`config.mk`:
```
export PLATFORM = sky130hd
export DESIGN_NAME = fault_and_interrupt_pending_mask
export DESIGN_NICKNAME = d
export VERILOG_FILES = /design/src/logic/fault_irq_pkg.sv /design/src/logic/fault_and_interrupt_pending_mask.sv /design/src/logic/pin_sync.sv
export VERILOG_INCLUDE_DIRS = /design/src /design/src/logic
export SDC_FILE = /design/constraint.sdc
export NUM_CORES = 1
export LEC_CHECK = 0
export ABC_CLOCK_PERIOD_IN_PS = 3300
export BUFFER_PORTS_ARGS = -buffer_cell sky130_fd_sc_hd__buf_2
export CAP_MARGIN = 10
export CELL_PAD_IN_SITES_DETAIL_PLACEMENT = 0
export CELL_PAD_IN_SITES_GLOBAL_PLACEMENT = 2
export CORE_MARGIN = 3
export CORE_UTILIZATION = 35
export CTS_CLUSTER_SIZE = 25
export DETAILED_ROUTE_END_ITERATION = 10
export PLACE_DENSITY = 0.92
export RECOVER_POWER = 50
export SETUP_SLACK_MARGIN = 0.4
export SYNTH_ARGS = -nofsm -noshare
export SYNTH_HDL_FRONTEND = slang
export SYNTH_SLANG_ARGS = --single-unit
```
`constraint.sdc`:
```
create_clock -name clk -period 3.3 [get_ports clk]
set_input_delay 0.33 -clock clk [delete_from_list [all_inputs] [get_ports clk]]
set_output_delay 0.33 -clock clk [all_outputs]
set_load 0.01 [all_outputs]
```
`src/logic/fault_irq_params.svh`:
```
// Register selects, field positions and reset values of the interrupt block.
`ifndef FAULT_IRQ_PARAMS_SVH
`define FAULT_IRQ_PARAMS_SVH
`define SEL_PENDING 2'h0
`define SEL_FAULT 2'h1
`define SEL_MASK 2'h2
`define PEND_RESET 16'h0000
`define FAULT_RESET 16'h0000
`define MASK_RESET 16'h0000
`define FAULT_USED 16'hFFF7
`define FAULT_NOUSER 16'h1A00
`define BIT_PWRDN 4'hF
`define BIT_MCHERR 4'hE
`define BIT_EXCALL 4'hA
`define NOMASK 16'h8400
`define FB_CPUPROT 4'hF
`define FB_DMAPROT 4'hE
`define FB_MEMPAR 4'hD
`define FB_PIOPAR 4'hC
`define FB_DMAPAR 4'hB
`define FB_ILLCMD 4'hA
`define FB_XMIT 4'h9
`define FB_SYS 4'h8
`define FB_ILLADDR 4'h7
`define FB_ILLINS 4'h6
`define FB_PRIV 4'h5
`define FB_ASTATE 4'h4
`define FB_BIT 4'h2
`endif

```
`src/logic/fault_irq_pkg.sv`:
```
// Types shared by the interrupt and fault collection block.
package fault_irq_pkg;
   typedef enum logic [1:0] {
      OP_NONE,
      OP_WRITE,
      OP_SET,
      OP_CLEAR
   } io_op_t;
   typedef struct packed {
      io_op_t op;
      logic [1:0] sel;
      logic [15:0] data;
   } io_cmd_t;
   typedef struct packed {
      logic cpuProtect;
      logic dmaProtect;
      logic memParity;
      logic pioParity;
      logic dmaParity;
      logic illegalCmd;
      logic systemFault;
      logic illegalAddr;
      logic illegalInstr;
      logic privInstr;
      logic addrState;
      logic builtinTest;
   } fault_src_t;
   typedef struct packed {
      logic req;
      logic [3:0] level;
   } redirect_t;
endpackage

```
`src/logic/fault_and_interrupt_pending_mask.sv`:
```
// Pending interrupt, fault and mask registers with service request output.
`timescale 1ns/100ps
`include "fault_irq_params.svh"

module fault_and_interrupt_pending_mask
   import fault_irq_pkg::*;
(
   input wire logic clk,
   input wire logic rstn,
   input wire io_cmd_t ioCmd,
   input wire logic [1:0] readSel,
   output logic [15:0] readData,
   input wire logic [15:0] irqSources,
   input wire fault_src_t faultSrc,
   input wire logic [1:0] spareFaults,
   input wire logic xmitFaultPin,
   input wire logic globalIrqEnable,
   input wire logic ackRedirect,
   output redirect_t redirect,
   output logic machineError
);
   logic [15:0] pending_ff;
   logic [15:0] fault_ff;
   logic [15:0] mask_ff;
   logic [15:0] readData_ff;
   logic [15:0] nxt_pending;
   logic [15:0] nxt_fault;
   logic [15:0] nxt_mask;
   logic xmitFaultSync;
   logic [15:0] faultSet;
   logic [15:0] pendingSet;
   logic [15:0] serviceable;
   logic [3:0] topLevel;
   logic [15:0] ackMask;

   pin_sync xmitSync (
      .clk(clk),
      .rstn(rstn),
      .pinIn(xmitFaultPin),
      .pinOut(xmitFaultSync)
   );

   wire pendSel = ioCmd.sel == `SEL_PENDING;
   wire faultSel = ioCmd.sel == `SEL_FAULT;
   wire maskSel = ioCmd.sel == `SEL_MASK;
   wire opWrite = ioCmd.op == OP_WRITE;
   wire opSet = ioCmd.op == OP_SET;
   wire opClear = ioCmd.op == OP_CLEAR;

   // One strobe per register and operation, so each next-state block
   // reads a single named condition.
   wire pendWrite = pendSel && opWrite;
   wire pendSetOp = pendSel && opSet;
   wire pendClearOp = pendSel && opClear;
   wire faultWrite = faultSel && opWrite;
   wire faultSetOp = faultSel && opSet;
   wire faultClearOp = faultSel && opClear;
   wire maskWrite = maskSel && opWrite;
   wire maskSetOp = maskSel && opSet;
   wire maskClearOp = maskSel && opClear;

   // Software reaches only the fault bits that are not hardware-only flags.
   wire [15:0] faultUserData = ioCmd.data & ~`FAULT_NOUSER;
   wire [15:0] faultHeld = fault_ff & `FAULT_NOUSER;

   // Hardware fault events in their bit positions.
   always_comb begin
      faultSet = 16'h0000;
      faultSet[`FB_CPUPROT] = faultSrc.cpuProtect;
      faultSet[`FB_DMAPROT] = faultSrc.dmaProtect;
      faultSet[`FB_MEMPAR] = faultSrc.memParity;
      faultSet[`FB_PIOPAR] = faultSrc.pioParity;
      faultSet[`FB_DMAPAR] = faultSrc.dmaParity;
      faultSet[`FB_ILLCMD] = faultSrc.illegalCmd;
      faultSet[`FB_XMIT] = xmitFaultSync;
      faultSet[`FB_SYS] = faultSrc.systemFault;
      faultSet[`FB_ILLADDR] = faultSrc.illegalAddr;
      faultSet[`FB_ILLINS] = faultSrc.illegalInstr;
      faultSet[`FB_PRIV] = faultSrc.privInstr;
      faultSet[`FB_ASTATE] = faultSrc.addrState;
      faultSet[`FB_BIT] = faultSrc.builtinTest;
      faultSet[1:0] = spareFaults;
   end

   // Software edits apply first; hardware sets win over a same-cycle clear.
   always_comb begin
      nxt_fault = fault_ff;
      if (faultWrite) begin
         nxt_fault = faultHeld | faultUserData;
      end else if (faultSetOp) begin
         nxt_fault = fault_ff | faultUserData;
      end else if (faultClearOp) begin
         nxt_fault = fault_ff & ~faultUserData;
      end
      nxt_fault = (nxt_fault | faultSet) & `FAULT_USED;
   end

   assign machineError = |fault_ff;
   always_comb begin
      pendingSet = irqSources;
      pendingSet[`BIT_MCHERR] = machineError;
   end

   // The acknowledged level is retired when the core takes the redirect.
   always_comb begin
      ackMask = 16'h0000;
      if (ackRedirect && redirect.req) begin
         ackMask[topLevel] = 1'b1;
      end
   end

   always_comb begin
      nxt_pending = pending_ff & ~ackMask;
      if (pendWrite) begin
         nxt_pending = ioCmd.data;
      end else if (pendSetOp) begin
         nxt_pending = pending_ff | ioCmd.data;
      end else if (pendClearOp) begin
         nxt_pending = pending_ff & ~ioCmd.data;
      end
      nxt_pending = nxt_pending | pendingSet;
   end

   always_comb begin
      nxt_mask = mask_ff;
      if (maskWrite) begin
         nxt_mask = ioCmd.data;
      end else if (maskSetOp) begin
         nxt_mask = mask_ff | ioCmd.data;
      end else if (maskClearOp) begin
         nxt_mask = mask_ff & ~ioCmd.data;
      end
   end

   // Unmaskable levels bypass the mask; masked ones remain pending.
   wire [15:0] unmaskable = `NOMASK | (16'h0001 << `BIT_MCHERR);
   wire [15:0] maskEffective = mask_ff | unmaskable;
   assign serviceable = pending_ff & maskEffective;

   // Fixed priority: the highest serviceable bit number is taken first.
   assign topLevel = serviceable[15] ? 4'hF
      : serviceable[14] ? 4'hE
      : serviceable[13] ? 4'hD
      : serviceable[12] ? 4'hC
      : serviceable[11] ? 4'hB
      : serviceable[10] ? 4'hA
      : serviceable[9] ? 4'h9
      : serviceable[8] ? 4'h8
      : serviceable[7] ? 4'h7
      : serviceable[6] ? 4'h6
      : serviceable[5] ? 4'h5
      : serviceable[4] ? 4'h4
      : serviceable[3] ? 4'h3
      : serviceable[2] ? 4'h2
      : serviceable[1] ? 4'h1
      : 4'h0;

   assign redirect.req = globalIrqEnable && (|serviceable);
   assign redirect.level = topLevel;

   wire [15:0] readMux = (readSel == `SEL_PENDING) ? pending_ff
      : (readSel == `SEL_FAULT) ? fault_ff
      : (readSel == `SEL_MASK) ? mask_ff : 16'h0000;

   // Pending register: software edits, hardware sets and retired levels.
   always_ff @(posedge clk or negedge rstn) begin
      if (!rstn) begin
         pending_ff <= `PEND_RESET;
      end else begin
         pending_ff <= nxt_pending;
      end
   end

   // Fault register: every flag clears at reset.
   always_ff @(posedge clk or negedge rstn) begin
      if (!rstn) begin
         fault_ff <= `FAULT_RESET;
      end else begin
         fault_ff <= nxt_fault;
      end
   end

   // Mask register: bits are stored even where they have no effect.
   always_ff @(posedge clk or negedge rstn) begin
      if (!rstn) begin
         mask_ff <= `MASK_RESET;
      end else begin
         mask_ff <= nxt_mask;
      end
   end

   // Read data is registered so the port never shows a glitching mux.
   always_ff @(posedge clk or negedge rstn) begin
      if (!rstn) begin
         readData_ff <= 16'h0000;
      end else begin
         readData_ff <= readMux;
      end
   end

   assign readData = readData_ff;
endmodule

```
`src/logic/pin_sync.sv`:
```
// Three-stage synchroniser that accepts a change once stages two and three agree.
`timescale 1ns/100ps
module pin_sync (
   input wire logic clk,
   input wire logic rstn,
   input wire logic pinIn,
   output logic pinOut
);
   logic [2:0] stage_ff;
   logic out_ff;
   wire agree = stage_ff[1] == stage_ff[2];
   always_ff @(posedge clk or negedge rstn) begin
      if (!rstn) begin
         stage_ff <= 3'h0;
         out_ff <= 1'b0;
      end else begin
         stage_ff <= {stage_ff[1:0], pinIn};
         if (agree) begin
            out_ff <= stage_ff[2];
         end
      end
   end
   assign pinOut = out_ff;
endmodule

```
==> results of run 1 <==
cell usage after synthesis (3+ instances only):
cell type  count  area share [%]
nand2b_1       3            0.53
and3_1         3            0.53
mux2i_1       16             4.5
xnor2_1        3            0.74
a22oi_1        6             1.3
or2_2          5            0.88
dfrtp_1       67              47
nor3b_2        3             1.1
nor4_1         5            0.88
buf_2          9             1.3
nor3_1         3            0.42
a31oi_1        4            0.71
nor2_1        43             4.6
a22o_1         4            0.99
a21oi_1       46             6.5
a211oi_1      17             3.6
clkbuf_1       8            0.85
nand3_1        5            0.71
nand2_1       54             5.7
a32oi_1        6             1.5
and2_1         3            0.53
o21ai_0       45             6.4
or3_1          5            0.88
stage by stage:
| stage | total power (uW) | util [%] | instances |
|---|---|---|---|
| 2_1_floorplan | 1137 | - | 393 |
| 3_3_place_gp | 1284 | 41.39 | 590 |
| 3_5_place_dp | 1292 | 41.39 | 590 |
| 4_1_cts | 1974 | 43.36 | 606 |
| 5_1_grt | 2064 | 43.27 | 606 |
| 6_report | 1959 | 43.27 | 606 |
cell families after synthesis:
family / count (synthesis) / share of synthesized area (%)
buffers and inverters: 20 / 2.540
xor gates and xnor gates: 3 / 0.7411
muxes: 16 / 4.516
AOI/OAI and AO/OA: 142 / 24.59
and+or+nand+nor: 144 / 20.04
DFF: 67 / 47.28
adders and majority gates: 1 / 0.2823
cell type report:
type	count	area share (%)
Multi-Input combinational cell	306	42.14
Sequential cell	67	39.46
Timing Repair Buffer	82	9.747
Tap cell	133	3.916
Clock buffer	10	3.004
Clock inverter	6	1.561
Inverter	2	0.1767
worst min-delay path by stage:
stage / from / to / slack (ns) / cells past startpoint
final: xmitFaultPin / xmitSync.stage_ff[0] / 0.08 / 1
after global routing: xmitFaultPin / xmitSync.stage_ff[0] / 0.07 / 1
after CTS: xmitFaultPin / xmitSync.stage_ff[0] / 0.07 / 1
after detailed placement: xmitSync.stage_ff[0] / xmitSync.stage_ff[1] / 0.35 / 0
after global placement: xmitSync.stage_ff[0] / xmitSync.stage_ff[1] / 0.33 / 0
after floorplan: rstn / asynchronous set/reset pin / 0.03 / 0
worst max-delay path, delay by kind of cell:
kind | cells | cell delay (ns)
buffers and inverters | 2 | 0.96
and+or+nand+nor | 3 | 0.90
AOI/OAI and AO/OA | 2 | 0.39
per-layer routing:
| metal | routed length (um) | vias to the layer above | share of wire, % |
|---|---|---|---|
| met5 | 0 | - | 0 |
| met4 | 303 | 0 | 2.7 |
| met3 | 657 | 25 | 6.0 |
| met2 | 5090 | 109 | 46 |
| met1 | 4991 | 1614 | 45 |
| li1 | - | 1585 | - |
report_power, final:
part,leakage (uW),total [uW],switching [uW],internal (uW)
clock,0.000100,685,335,350
combinational,0.000891,346,215,131
sequential,0.000727,929,50.5,878
==> flow_summary.yaml, run 1 <==
sta:
  timing.final.crit_share_pct: 73.07
  grt_setup_unrepaired: "false"
  setup_viol: 0
  tightestPinTransition_ns: 1.697
  period_minus_slack_ns: 2.411
  tns_ns: 0
  fmaxAchievable_ghz: 0.4147
  fin_skew_ns: 0.008984
  maxSlewViolCount: 68
  hold_slack_ns: 0.07909
  setup_ws_ns: 0.8888
  slew_headroom_pct: -13.14
  hold_violations: 0
clocking:
  clock-sinks: 67
  cts-root-buf: "clkbuf_8"
  cts_resized: 0
  clock_latency_ns: 0.36
  cts_buffer_depth: 2
  clk_pin_slew_worst_paths_ns: 0.07
  cts-buffers-inserted: 9
  post_cts_buffers: 0
  cts_tree: "yes"
  ctsHoldBuffers: 0
  h-tree-depth: 3
power:
  p_leak_uw: 0.001718
  max-vdd-ir-drop_uv: 164.0
  power_density_nw_per_um2: 461.2
logic_synthesis:
  syn_area_per_cell_um2: 9.023
  synth-edff-count: 0
  syn_nets: 450
  ys_ff_latch: 67
  netlist_area_um2: 3546
  syn_inst: 393
  synth_ff_type: "dfrtp_1"
  ys_seq_area_share_pct: 47.28
  async_flop_share_pct: 100.0
  ys_types: 48
  yosys_warnings: 0
placed_design:
  dpl-instance-area_um2: 4064
  hpwl_mm: 7.814
  port_buffers: 77
  gp_congestion: 0.8785
  pre_cts_ws_ns: 1.210
global_route:
  gr-total-overflow: 0
  grt_pass1_vias: 3413
  grt_util_all_layers_pct: 20.37
  antenna_found_initial: 0
  grt_pass1_wl_mm: 18.08
  use_met2_pct: 30.98
  busiest_layer: "met2"
  grt_max_degree: 68
  met3_usage_pct: 4.034
  use_met1_pct: 29.03
floorplan:
  placementRows: 36
  io_pins: 79
  die_h_um: 106.7
  die_w_um: 106.7
  initial_utilization_pct: 36.11
  die-area_um2: 11380
  coreArea_um2: 9819
routing:
  wl_mm: 11.04
  vias: 3333
  drt_iter0_drc: 161
  via_per_inst: 5.500
  drc: 0
  drtAntennaViolNets: 0
  drt_first_pass_iters: 4
  wire_per_inst_um: 18.22
layout:
  drive_gt1_share_pct: 24.52
  regArea_um2: 1677
  fill_cells: 1052
  antennaDiodeCount: 0
  final_area_um2: 4249
  fin_nets: 525
  layout_common_cells: "75 x buf_2, 67 x dfrtp_1, 54 x nand2_1, 46 x a21oi_1, 45 x o21ai_0"
  final_common_cell: "buf_2"
  syn_to_final_growth_pct: 19.83
  multi_input_area_um2: 1790
critical_path:
  crit_slowest_cell: "clkbuf_1"
  r2r_start: "pending_ff[14]"
  start_kind: "input port"
  crit_start: "ioCmd[19]"
  r2r_cells: 6
  path_cells: "buf_2 > nor2_1 > nor3b_2 > clkbuf_1 > nand2_1 > a21oi_1 > a211oi_1"
  r2r_slack_ns: 1.29
  critical_path_class: "input port to register"
  worstReg2RegEnd: "pending_ff[3]"
  required_ns: 3.50
  cp.arrival_ns: 2.61
  cp-end-kind: "register"
  max_stage_delay_ns: 0.76
  path_max_fanout: 19
min_path:
  hp-class: "input port to register"
run_status:
  violations: "capacitance limit, slew limit"
  outcome: "finished, violations left"
flow_run:
  cap_violations: 1
Power figures use the tool's default switching activity.
==> run 2: changes to the inputs <==
--- a/config.mk
+++ b/config.mk
@@ -6,16 +6,16 @@
 export SDC_FILE = /design/constraint.sdc
 export NUM_CORES = 1
 export LEC_CHECK = 0
-export ABC_CLOCK_PERIOD_IN_PS = 3300
+export ABC_CLOCK_PERIOD_IN_PS = 2400
 export BUFFER_PORTS_ARGS = -buffer_cell sky130_fd_sc_hd__buf_2
 export CAP_MARGIN = 10
 export CELL_PAD_IN_SITES_DETAIL_PLACEMENT = 0
 export CELL_PAD_IN_SITES_GLOBAL_PLACEMENT = 2
 export CORE_MARGIN = 3
-export CORE_UTILIZATION = 35
+export CORE_UTILIZATION = 32
 export CTS_CLUSTER_SIZE = 25
 export DETAILED_ROUTE_END_ITERATION = 10
-export PLACE_DENSITY = 0.92
+export PLACE_DENSITY = 0.86
 export RECOVER_POWER = 50
 export SETUP_SLACK_MARGIN = 0.4
 export SYNTH_ARGS = -nofsm -noshare
==> constraint.sdc (replaced) <==
create_clock -name clk -period 2.4 [get_ports clk]
set_input_delay 0.24 -clock clk [delete_from_list [all_inputs] [get_ports clk]]
set_output_delay 0.24 -clock clk [all_outputs]
set_load 0.01 [all_outputs]
==> run 2 against run 1 <==
Against the previous run: the flow now finishes without violations; cell count grew 4.3%; worst setup slack worse by 0.68 ns; global-route usage fell by 0.79 points; count of clock-buffer cells in the layout is the same; combinational power rose by 58%; critical path type is now register to output pin; largest cell class unchanged; highest routed layer unchanged.
==> flow_summary.yaml, run 2 (synthesized netlist as in run 1, its figures left out) <==
global_route:
  gr-total-overflow: 0
  met3_usage_pct: 4.367
  grt_util_all_layers_pct: 19.58
  grt_max_degree: 35
  use_met1_pct: 26.37
  grt_pass1_wl_mm: 19.21
  antenna_found_initial: 0
  busiest_layer: "met2"
  use_met2_pct: 31.52
  grt_pass1_vias: 3588
sta:
  fin_skew_ns: 0.01618
  slew_headroom_pct: 41.73
  fmaxAchievable_ghz: 0.4568
  setup_ws_ns: 0.2109
  setup_viol: 0
  grt_setup_unrepaired: "true"
  maxSlewViolCount: 0
  tns_ns: 0
  tightestPinTransition_ns: 0.8741
  timing.final.crit_share_pct: 91.21
  hold_violations: 0
  period_minus_slack_ns: 2.189
layout:
  fin_nets: 548
  fill_cells: 1083
  antennaDiodeCount: 0
  final_common_cell: "buf_2"
  layout_common_cells: "76 x buf_2, 64 x dfrtp_1, 53 x nand2_1, 46 x a21oi_1, 45 x o21ai_0"
  layout.cells.non_filler: 632
  syn_to_final_growth_pct: 27.63
  final_util_pct: 42.88
  drive_gt1_share_pct: 30.24
critical_path:
  r2r_start: "pending_ff[9]"
  worstReg2RegEnd: "pending_ff[7]"
  cp-end-kind: "output pin"
  cp.arrival_ns: 1.95
  critical_path_class: "register to output pin"
  start_kind: "register"
  path_max_fanout: 6
  r2r_cells: 8
  r2r_slack_ns: 0.34
  required_ns: 2.16
flow_run:
  cap_violations: 0
routing:
  via_per_inst: 5.476
  drtAntennaViolNets: 0
  wire_per_inst_um: 18.77
  drt_first_pass_iters: 5
  drt_iter0_drc: 209
  drc: 0
  wl_mm: 11.86
  vias: 3461
power:
  max-vdd-ir-drop_uv: 276.9
  p_leak_uw: 0.001851
  power_density_nw_per_um2: 635.9
  total_power_uw: 2878
run_status:
  outcome: "complete, no violations"
clocking:
  clk_pin_slew_worst_paths_ns: 0.09
  cts-buffers-inserted: 9
  clock_latency_ns: 0.35
  cts_buffer_depth: 2
  clock-sinks: 67
  cts-root-buf: "clkbuf_8"
  h-tree-depth: 3
  cts_tree: "yes"
min_path:
  hp-class: "input port to asynchronous set/reset pin"
floorplan:
  die_w_um: 111.3
  die-area_um2: 12380
  placementRows: 37
  io_pins: 79
  coreArea_um2: 10560
  initial_utilization_pct: 33.59
  die_h_um: 111.3
placed_design:
  gp_congestion: 0.8633
  port_buffers: 77
  hpwl_mm: 8.508
  pre_cts_ws_ns: 0.4357
  placed_cells: 602
[run 2: power breakdown]
group / leakage, uW / total (uW) / switching, uW / internal (uW)
Clock: 0.000106 / 1050 / 462 / 587
Combinational: 0.00102 / 548 / 320 / 228
Sequential: 0.000724 / 1280 / 72.4 / 1210
Total: 0.00185 / 2880 / 854 / 2020
[run 2: critical path: stages (launching register included)]
cell      delay (ns)
dfrtp_1         0.40
and2_1          0.14
o211ai_1        0.22
a31oi_2         0.15
o31a_4          0.35
o21bai_1        0.18
buf_2           0.16
[run 2: worst max-delay path by stage]
stage / slack, ns / end / startpoint
after floorplan: 0.68 / pending_ff[3] / pending_ff[14]
after global placement: 0.45 / pending_ff[15] / ioCmd[18]
after detailed placement: 0.44 / pending_ff[3] / pending_ff[15]
after CTS: 0.19 / redirect[0] / pending_ff[2]
after global routing: 0.12 / redirect[0] / register
final: 0.21 / redirect[0] / register
[run 2: stage by stage]
stage | hold WS (ns) | instance area [um2]
global route | 0.06381 | 4526
CTS | 0.03426 | 4498
floorplan | -0.05559 | 3546
finish | 0.002995 | 4526
detailed placement | 0.3434 | 4148
global placement | 0.3336 | 4148
[run 2: layout make-up]
type                            count  area, um2  area share (%)
Multi-Input combinational cell    306       1852           40.92
Tap cell                          136      170.2           3.760
Timing Repair Buffer              105      598.1           13.22
Clock inverter                      6      90.09           1.991
Sequential cell                    67       1680           37.13
Inverter                            2      7.507          0.1659
Clock buffer                       10      127.6           2.820
[run 2: timing repair]
action | in CTS | in global routing
endpoints found under the setup margin | 4 | 11
buffers inserted | 10 | 3
hold buffers | 1 | 0
endpoints found under the hold margin | 1 | 0
resized for setup | 10 | 8
pin swaps | 8 | 8
[run 2: per-layer routing]
layer / vias up / routed length, um
met5: - / 0
met4: 0 / 196
met3: 15 / 616
met2: 92 / 5610
met1: 1720 / 5439
li1: 1634 / -
==> run 3: changes to the inputs <==
--- a/config.mk
+++ b/config.mk
@@ -11,6 +11,7 @@
 export CAP_MARGIN = 10
 export CELL_PAD_IN_SITES_DETAIL_PLACEMENT = 0
 export CELL_PAD_IN_SITES_GLOBAL_PLACEMENT = 2
+export CORE_ASPECT_RATIO = 1.4
 export CORE_MARGIN = 3
 export CORE_UTILIZATION = 32
 export CTS_CLUSTER_SIZE = 25
==> run 3 against run 2 <==
Against the previous run: the flow now finishes with violations (capacitance limit, slew limit); first-iteration DRC count rose by 48%; maximum frequency rose by 3.5%; core utilization rose by 1.6 points; critical path type unchanged; cell count rose by 0.79%; worst hold slack improved by 0.0063 ns; worst setup slack improved by 0.074 ns.
==> flow_summary.yaml, run 3 (synthesized netlist as in run 1, its figures left out) <==
run_status:
  outcome: "finished, violations left"
  violations: "capacitance limit, slew limit"
critical_path:
  required_ns: 2.16
  cp-end-kind: "output pin"
  path_max_fanout: 3
  start_kind: "register"
  critical_path_class: "register to output pin"
  cp.arrival_ns: 1.87
routing:
  via_per_inst: 5.565
  drtAntennaViolNets: 0
  wl_mm: 12.57
  vias: 3545
  drt_iter0_drc: 309
  drt_first_pass_iters: 5
  met2_length_mm: 6.289
  route.top_layer_used: "met4"
  drc: 0
  wl_met3_um: 672
  wl_met1_mm: 5.310
  wire_per_inst_um: 19.73
clocking:
  clock_latency_ns: 0.34
  cts-root-buf: "clkbuf_16"
  cts-buffers-inserted: 9
  clock-sinks: 67
  cts_tree: "yes"
  h-tree-depth: 3
  clk_pin_slew_worst_paths_ns: 0.06
  cts_buffer_depth: 2
floorplan:
  die-area_um2: 12400
  die_h_um: 130.6
  io_pins: 79
  die_w_um: 94.97
  initial_utilization_pct: 33.55
  coreArea_um2: 10570
  placementRows: 44
layout:
  antennaDiodeCount: 0
  final_util_pct: 44.52
  syn_to_final_growth_pct: 32.71
  fin_nets: 551
  drive_gt1_share_pct: 28.06
  final_common_cell: "dfrtp_1"
  layout_common_cells: "64 x dfrtp_1, 58 x buf_2, 53 x nand2_1, 45 x o21ai_0, 45 x a21oi_1"
  layout.cells.non_filler: 637
sta:
  tns_ns: 0
  hold_slack_ns: 0.009344
  fmaxAchievable_ghz: 0.4729
  grt_setup_unrepaired: "true"
  maxSlewViolCount: 28
  timing.final.crit_share_pct: 88.12
  tightestPinTransition_ns: 1.613
  slew_headroom_pct: -7.533
  setup_ws_ns: 0.2852
  period_minus_slack_ns: 2.115
  setup_viol: 0
  hold_violations: 0
  fin_skew_ns: 0.006237
global_route:
  grt_pass1_wl_mm: 18.98
  grt_util_all_layers_pct: 20.54
  grt_max_degree: 41
  antenna_found_initial: 0
  gr-total-overflow: 0
  grt_pass1_vias: 3420
placed_design:
  port_buffers: 77
  placed_cells: 605
  gp_congestion: 0.8883
  pre_cts_ws_ns: 0.3858
  hpwl_mm: 8.811
power:
  power_density_nw_per_um2: 723.9
  max-vdd-ir-drop_uv: 326.7
  p_leak_uw: 0.001877
flow_run:
  cap_violations: 1
min_path:
  hp-class: "input port to register"
[run 3: changes by cell type in the layout (fill, tap and decap cells not counted), moves of 2 or more]
cell,before,now
buf_4,23,28
buf_6,2,0
clkbuf_8,9,1
clkbuf_16,0,9
clkbuf_1,3,20
buf_2,76,58
[run 3: final timing paths]
path | from | endpoint | slack [ns] | cells past startpoint
worst max-delay path | register | redirect[4] | 0.29 | 7
max in group asynchronous | rstn | asynchronous set/reset pin | 0.61 | 3
min in group asynchronous | rstn | readData[1] | 0.84 | 2
worst min register to register | xmitSync.stage_ff[0] | xmitSync.stage_ff[1] | 0.35 | 0
worst max register to register | register | pending_ff[6] | 0.38 | 7
worst min-delay path | xmitFaultPin | xmitSync.stage_ff[0] | 0.009 | 1
[run 3: timing repair]
| action | in CTS | in global routing |
|---|---|---|
| hold endpoints to repair | 27 | 0 |
| endpoints found under the setup margin | 5 | 8 |
| resized for setup | 13 | 9 |
| hold buffers | 1 | 0 |
| buffers inserted | 9 | 6 |
| pin swaps | 12 | 10 |
[run 3: final cells by class]
cell class	instances	area (um2)
multi-input combinational	306	1888
fill	1088	5864
sequential	67	1680
tap	138	172.7
clock inverter	6	112.6
timing repair buffer	108	605.6
inverter	2	7.507
clock buffer	10	239.0
[run 3: power by group]
group	internal [uW]	total [uW]	leakage [uW]	switching (uW)
sequential	1210	1280	0.000725	72.8
combinational	231	568	0.000980	338
clock	1040	1550	0.000173	511
total	2490	3410	0.00188	921
[run 3: routing by layer]
layer | vias up | global-route usage (%)
met5 | - | 0
met4 | 0 | 7.477
met3 | 22 | 3.265
met2 | 123 | 34.72
met1 | 1762 | 26.49
li1 | 1638 | -
[run 3: critical path, cell delays in order, from the launching register on]
cell and delay [ns]:
dfrtp_1 0.39, buf_4 0.15, a22oi_2 0.22, nand4_4 0.14, nor3_4 0.18, nand2b_1 0.14
and2_1 0.18, buf_2 0.13
[run 3: through the flow]
stage | instance area [um2] | total power, uW
3_3_place_gp | 4158 | 1783
2_1_floorplan | 3546 | 1564
6_report | 4706 | 3406
3_5_place_dp | 4158 | 1796
5_1_grt | 4706 | 3536
4_1_cts | 4656 | 3392
